--- src/sar_readout_defs.vh ---
// constants for the serial readout sequencer of the differential sar converter
// assumes includers are plain verilog-2005 modules
`ifndef SAR_READOUT_DEFS_VH
`define SAR_READOUT_DEFS_VH

// result width and code layout
`define RES_WIDTH        12
`define RES_MSB          11
`define CODE_POS_FULL    12'h7FF
`define CODE_ZERO        12'h000
`define CODE_NEG_FULL    12'h800
`define TRIAL_START      12'h800

// falling shift clock edges counted from the start of a sequence
`define EDGE_CNT_W       5
`define EDGE_NULL        5'h02
`define EDGE_FIRST_DATA  5'h03
`define EDGE_LAST_MSBF   5'h0E
`define EDGE_LAST_LSBF   5'h19
`define EDGE_TRISTATE    5'h1A

// sequencer states
`define ST_IDLE          2'h0
`define ST_SAMPLE        2'h1
`define ST_CONVERT       2'h2
`define ST_DONE          2'h3

// synchroniser reset levels and flush count
`define SYNC_RST_CS      1'h1
`define SYNC_RST_LOW     1'h0
`define FLUSH_RST        2'h0
`define SYNC_FLUSH       2'h2

`endif
--- src/pin_sync.v ---
// two-flop synchroniser for one asynchronous pin
// assumes the pin is not related to CLOCK; output read by logic only
`timescale 1ns/1ps
module pin_sync #(
   parameter RST_VAL = 1'b0
) (
   input  wire CLOCK,
   input  wire RSTN,
   input  wire PIN,
   output wire LEVEL
);
   reg stage1_reg;
   reg stage2_reg;

   // first stage feeds only the second one
   always @(posedge CLOCK or negedge RSTN) begin
      if (!RSTN) begin
         stage1_reg <= RST_VAL;
         stage2_reg <= RST_VAL;
      end else begin
         stage1_reg <= PIN;
         stage2_reg <= stage1_reg;
      end
   end

   assign LEVEL = stage2_reg;
endmodule // pin_sync

--- src/sar_adc_serial_readout.v ---
// sequencing and serial readout of a 12-bit differential sar converter
// assumes CS_N, SHIFT_CLOCK and COMP_GE are asynchronous pins, CLOCK far
// faster than the shift clock (3.2 MHz max against 250 MHz)
// RSTN is local only; the pins carry no reset of their own
`timescale 1ns/1ps
`include "sar_readout_defs.vh"
module sar_adc_serial_readout #(
   parameter RES_W = `RES_WIDTH
) (
   input  wire             CLOCK,
   input  wire             RSTN,
   input  wire             CS_N,
   input  wire             SHIFT_CLOCK,
   input  wire             COMP_GE,
   output reg              DOUT,
   output reg              DOUT_OE,
   output reg              INPUT_CONNECT,
   output reg  [RES_W-1:0] DAC_CODE,
   output reg  [RES_W-1:0] RESULT,
   output reg              ANALOG_PD,
   output reg              DIGITAL_PD
);
   wire                   cs_n_s;
   wire                   sclk_s;
   wire                   comp_s;
   reg                    cs_n_d_reg;
   reg                    sclk_d_reg;
   reg  [1:0]             state_reg;
   reg  [`EDGE_CNT_W-1:0] edge_cnt_reg;
   reg  [3:0]             bit_idx_reg;
   wire                   start;
   wire                   abort;
   wire                   sclk_fall;
   wire                   sclk_rise;
   wire [`EDGE_CNT_W-1:0] edge_next;
   wire [RES_W-1:0]       code;
   reg  [1:0]             flush_cnt_reg;
   wire                   sync_valid;
   wire                   null_edge;
   wire                   in_msbf;
   wire                   in_lsbf;
   wire                   result_load;

   // offset-binary trial word to two's complement
   function [RES_W-1:0] to_twos;
      input [RES_W-1:0] ob;
      begin
         to_twos = {~ob[RES_W-1], ob[RES_W-2:0]};
      end
   endfunction

   // repeat phase bit position, cut to the index width on purpose
   function [3:0] repeat_idx;
      input [`EDGE_CNT_W-1:0] cnt;
      reg   [`EDGE_CNT_W-1:0] diff;
      begin
         diff       = cnt - `EDGE_LAST_MSBF;
         repeat_idx = diff[3:0];
      end
   endfunction

   // every pin crosses two flops before any logic reads it

   pin_sync #(.RST_VAL(`SYNC_RST_CS)) u_cs_sync (
      .CLOCK (CLOCK),
      .RSTN  (RSTN),
      .PIN   (CS_N),
      .LEVEL (cs_n_s)
   );
   pin_sync #(.RST_VAL(`SYNC_RST_LOW)) u_sclk_sync (
      .CLOCK (CLOCK),
      .RSTN  (RSTN),
      .PIN   (SHIFT_CLOCK),
      .LEVEL (sclk_s)
   );
   pin_sync #(.RST_VAL(`SYNC_RST_LOW)) u_comp_sync (
      .CLOCK (CLOCK),
      .RSTN  (RSTN),
      .PIN   (COMP_GE),
      .LEVEL (comp_s)
   );

   // a start needs a seen high level first, so holding low never restarts
   assign start     = cs_n_d_reg & ~cs_n_s;
   assign abort     = cs_n_s;
   assign sclk_fall = sclk_d_reg & ~sclk_s;
   assign sclk_rise = ~sclk_d_reg & sclk_s;
   assign edge_next = edge_cnt_reg + 5'h01;
   assign code      = to_twos(DAC_CODE);
   assign sync_valid  = (flush_cnt_reg == `SYNC_FLUSH);
   assign null_edge   = (edge_next == `EDGE_NULL);
   assign in_msbf     = (edge_next <= `EDGE_LAST_MSBF);
   assign in_lsbf     = (edge_next <= `EDGE_LAST_LSBF);
   // only the fall that carries the last msb-first bit loads the result
   assign result_load = (state_reg == `ST_CONVERT) & sclk_fall & ~start &
                        ~abort & (edge_next == `EDGE_LAST_MSBF);

   // counts the edges the synchronisers need before they show the pins
   always @(posedge CLOCK or negedge RSTN) begin
      if (!RSTN) begin
         flush_cnt_reg <= `FLUSH_RST;
         cs_n_d_reg    <= `SYNC_RST_LOW;
         sclk_d_reg    <= `SYNC_RST_LOW;
         DIGITAL_PD    <= 1'b1;
      end else begin
         if (!sync_valid) begin
            flush_cnt_reg <= flush_cnt_reg + 2'h1;
         end
         // a select held low through reset must not pass for a fall
         cs_n_d_reg <= sync_valid & cs_n_s;
         sclk_d_reg <= sclk_s;
         DIGITAL_PD <= cs_n_s;
      end
   end

   // the result only moves when a whole conversion has been decided
   always @(posedge CLOCK or negedge RSTN) begin
      if (!RSTN) begin
         RESULT <= {RES_W{1'b0}};
      end else if (result_load) begin
         RESULT <= code;
      end
   end

   // sequencer: start beats abort, abort beats any shift edge
   always @(posedge CLOCK or negedge RSTN) begin
      if (!RSTN) begin
         state_reg     <= `ST_IDLE;
         edge_cnt_reg  <= {`EDGE_CNT_W{1'b0}};
         bit_idx_reg   <= 4'h0;
         DOUT          <= 1'b0;
         DOUT_OE       <= 1'b0;
         INPUT_CONNECT <= 1'b0;
         DAC_CODE      <= {RES_W{1'b0}};
         ANALOG_PD     <= 1'b1;
         DIGITAL_PD    <= 1'b1;
      end else begin
         if (start) begin
            state_reg     <= `ST_SAMPLE;
            edge_cnt_reg  <= {`EDGE_CNT_W{1'b0}};
            INPUT_CONNECT <= 1'b1;
            ANALOG_PD     <= 1'b0;
            DOUT_OE       <= 1'b0;
         end else if (abort) begin
            // deselect ends everything at once, whatever was sent stays sent
            state_reg     <= `ST_IDLE;
            DOUT_OE       <= 1'b0;
            INPUT_CONNECT <= 1'b0;
            ANALOG_PD     <= 1'b1;
         end else begin
            case (state_reg)
               `ST_IDLE: begin
                  // nothing runs until a fresh select fall
                  state_reg <= `ST_IDLE;
               end
               `ST_SAMPLE: begin
                  if (sclk_fall) begin
                     edge_cnt_reg <= edge_next;
                     if (null_edge) begin
                        state_reg     <= `ST_CONVERT;
                        INPUT_CONNECT <= 1'b0;
                        DOUT_OE       <= 1'b1;
                        DOUT          <= 1'b0;
                        DAC_CODE      <= `TRIAL_START;
                        bit_idx_reg   <= 4'hB;
                     end
                  end
               end
               `ST_CONVERT: begin
                  // decide on the rise so the bit is ready by the next fall
                  if (sclk_rise && !ANALOG_PD) begin
                     DAC_CODE[bit_idx_reg] <= comp_s;
                     if (bit_idx_reg == 4'h0) begin
                        ANALOG_PD <= 1'b1;
                     end
                  end
                  if (sclk_fall) begin
                     edge_cnt_reg <= edge_next;
                     if (in_msbf) begin
                        DOUT <= code[bit_idx_reg];
                        if (bit_idx_reg != 4'h0) begin
                           bit_idx_reg               <= bit_idx_reg - 4'h1;
                           DAC_CODE[bit_idx_reg-4'h1] <= 1'b1;
                        end
                     end else if (in_lsbf) begin
                        DOUT <= code[repeat_idx(edge_next)];
                     end else begin
                        // msb repeated, pin released for good
                        DOUT_OE   <= 1'b0;
                        DOUT      <= 1'b0;
                        state_reg <= `ST_DONE;
                     end
                  end
               end
               `ST_DONE: begin
                  // further shift clocks do nothing until deselected
                  state_reg <= `ST_DONE;
               end
               default: begin
                  state_reg <= `ST_IDLE;
               end
            endcase
         end
      end
   end
endmodule // sar_adc_serial_readout

--- config.mk ---
export PLATFORM = sky130hd
export DESIGN_NAME = sar_adc_serial_readout
export DESIGN_NICKNAME = d
export VERILOG_FILES = /design/src/pin_sync.v /design/src/sar_adc_serial_readout.v
export VERILOG_INCLUDE_DIRS = /design/src /design/src/src
export SDC_FILE = /design/constraint.sdc
export NUM_CORES = 1
export LEC_CHECK = 0
export BUFFER_PORTS_ARGS = -buffer_cell sky130_fd_sc_hd__buf_4
export CORE_UTILIZATION = 53
export CTS_CLUSTER_SIZE = 16
export DETAILED_ROUTE_END_ITERATION = 12
export GPL_TIMING_DRIVEN = 0
export PLACE_DENSITY = 0.76
export SLEW_MARGIN = 20
export SYNTH_ARGS = -nofsm -noshare
export SYNTH_HDL_FRONTEND = slang
export SYNTH_HIERARCHICAL = 1
export SYNTH_SLANG_ARGS = --single-unit
--- constraint.sdc ---
create_clock -name CLOCK -period 2.1 [get_ports CLOCK]
set_input_delay 0.42 -clock CLOCK [delete_from_list [all_inputs] [get_ports CLOCK]]
set_output_delay 0.42 -clock CLOCK [all_outputs]
set_load 0.01 [all_outputs]
==> results.cfg <==
[run_status]
status = complete, but fails checks
violations = negative setup slack

[sta]
worst_pin_slew_ns = 0.6289
maxSlewHeadroom = 0.5808
rsz0062_at_grt = yes
fin_ws_ns = -0.04465
period_share = 1.021
setup_violations = 19
hold_slack_ns = 0.1258
final.min_clock_period_ns = 2.145
worst_clock_skew_ns = 0.009543
hold_violations = 0
slew_violations = 0
max_clock_freq_mhz = 466.3

[yosys]
synth_edf_count = 0
ys_warn_count = 6
async_flop_share = 1.000
yosys_register_bits = 50
ys.flop_type = dfrtp_1
syn_inst = 288
syn-num-nets = 309
yosysSeqAreaShare = 0.4204
yosysUniqueCellTypes = 50
avgSynthCellArea_um2 = 10.37
syn_area_um2 = 2988

[drt]
final_antenna_net_count = 0
drc = 0
vias = 2480
dr.pass1.iters = 4
drt-initial-drc-count = 172
avgViaCountPerCell = 5.877
routedWlPerCell_um = 17.48
wirelength_mm = 7.375

[global_route]
use_met1 = 0.3442
busiest_layer = met2
grt_max_degree = 51
grt_util_met3 = 0.03929
overflow = 0
use_met2 = 0.4036
grt_pass1_vias = 2399
grt_pass1_wl_mm = 11.63
grt_antenna_before_repair = 0
grt_usage = 0.2515

[clock_network]
cts_tree = yes
clkTransAtPathRegs_ns = 0.10
clock_latency_ns = 0.31
root_buffer = clkbuf_8
postCtsHoldBufs = 0
cts_max_path_buffers = 2
clock-sinks = 50
cts-buffers-inserted = 5
h-tree-depth = 2

[setup_path]
critical_path_peak_fanout = 5
worstSetupEndpointType = register
critPathSlowestCell = dfrtp_2
cpPeakStageDelay_ns = 0.45
criticalPathCategory = register to register
cp.arrival_ns = 2.34
path_cells = buf_4, buf_6, ha_4, inv_6, nor3_4, buf_4, a21o_1, a31oi_4, nor2b_4, buf_6, a22o_1
crit_required_ns = 2.29
start_kind = register

[layout]
antenna_cells = 0
drive_gt1_frac = 0.3949
nNetsFinal = 372
final_cell_area_um2 = 3897
fillerInstances = 379
instances_no_fill = 422
area_growth_pct = 30.44
fin_util = 0.7396

[place]
dp.cells = 391
place_area_um2 = 3391
place_hpwl_mm = 4.652
gp_congestion = 0.9319
io_buffer_count = 33

[power]
peakVddDrop_mv = 0.4810
powerDensity_nw_per_um2 = 631.7
power.leakage_nw = 1.840
power_mw = 2.462

[floorplan]
die_h_um = 77.09
design.core.area_um2 = 5270
dieArea_um2 = 5942
die_w_um = 77.09
start_util = 0.5670
placementRows = 26
num_io_pins = 34

[run]
max_cap_violations = 0

[min_path]
hold_class = input pin to async pin
cell families (layout without fill, tap and decap cells):
kind of cell	count (synthesis)	in the layout	share of synthesized area
XOR/XNOR	6	6	0.02010
AND/OR/NAND/NOR	77	77	0.1294
multiplexers	32	32	0.1378
AO/OA/AOI/OAI	71	71	0.1625
adder cells (fa/ha/maj)	16	16	0.06700
flip-flops	50	50	0.4204
buffers and inverters	36	100	0.06281
layout by cell type (no fill, tap or decap), drive strengths merged, types with 2 or more instances in the layout:
cell type,count
mux2i,13
clkinv,2
o31ai,2
and3,2
ha,16
a22o,12
nor2,7
a21o,3
a31oi,3
mux2,13
dfstp,4
mux4,6
or2,3
and2,2
nand2,27
clkbuf,10
a21oi,9
dfrtp,46
xor2,3
o21ai,28
inv,13
nor3,4
nand3,19
nor2b,6
xnor2,3
buf,74
nand3b,2
o211ai,3
worst max-delay path, delay by kind of cell, from the launching register on:
kind | cells | cell delay, ns
AOI/OAI and AO/OA | 3 | 0.66
buffers and inverters | 5 | 0.60
adders and majority gates | 1 | 0.16
and+or+nand+nor | 2 | 0.14
DFF | 1 | 0.45
power breakdown:
part | leakage [nW] | internal [mW] | switching [mW]
logic | 1.15 | 0.312 | 0.498
registers | 0.646 | 1.02 | 0.0664
clock network | 0.0441 | 0.234 | 0.328
worst paths after layout:
path | from | end | slack [ns] | cells past startpoint
min reg2reg | u_sclk_sync/stage1_reg | u_sclk_sync/LEVEL | 0.36 | 0
max reg2reg | edge_cnt_reg[0] | DAC_CODE[9] | -0.04 | 11
min in group CLOCK | CS_N | u_cs_sync/stage1_reg | 0.21 | 1
max | edge_cnt_reg[0] | DAC_CODE[9] | -0.04 | 11
max in group asynchronous | RSTN | edge_cnt_reg[0] | 1.52 | 1
min | RSTN | flush_cnt_reg[0] | 0.13 | 1
cells in the mapped netlist, drive strengths merged, types with 4 or more instances:
library cell / instances / area share
dfrtp: 46 / 0.39
nand2: 27 / 0.034
mux2: 13 / 0.049
mux4: 6 / 0.045
ha: 16 / 0.067
inv: 13 / 0.016
nor2: 7 / 0.0088
a21oi: 9 / 0.015
mux2i: 13 / 0.044
dfstp: 4 / 0.035
buf: 16 / 0.038
o21ai: 28 / 0.047
nand3: 19 / 0.032
nor3: 4 / 0.0084
clkbuf: 7 / 0.0088
nor2b: 6 / 0.013
a22o: 12 / 0.035
cell type report:
cell class | instances | area (um^2) | area share
plain buffers | 22 | 156.4 | 0.04013
repair buffers | 57 | 442.9 | 0.1136
well taps | 70 | 87.58 | 0.02247
clock inverters | 3 | 21.27 | 0.005457
clock buffers | 5 | 68.82 | 0.01766
flip-flops and latches | 50 | 1264 | 0.3242
inverters | 13 | 58.81 | 0.01509
multi-input cells | 202 | 1798 | 0.4613
per-stage QoR:
stage | setup TNS (ns) | worst slack, ns
6_report | -0.2999 | -0.04465
5_1_grt | -2.412 | -0.1420
4_1_cts | -0.2845 | -0.06489
3_5_place_dp | -7.030 | -0.3508
3_3_place_gp | -5.630 | -0.3112
2_1_floorplan | -0.2812 | -0.02594
metal layers:
layer	vias up	wire [um]	part of all wire
met5	-	0	0
met4	0	180	0.024
met3	17	306	0.041
met2	73	3573	0.48
met1	1233	3314	0.45
li1	1157	-	-
timing repair:
action	4_1_cts	5_1_grt
pin swaps	16	9
gates resized for setup	20	47
setup endpoints to repair	32	32
gates cloned	0	1
buffers inserted	12	11
Note: power is estimated with default switching activity, not from simulation.
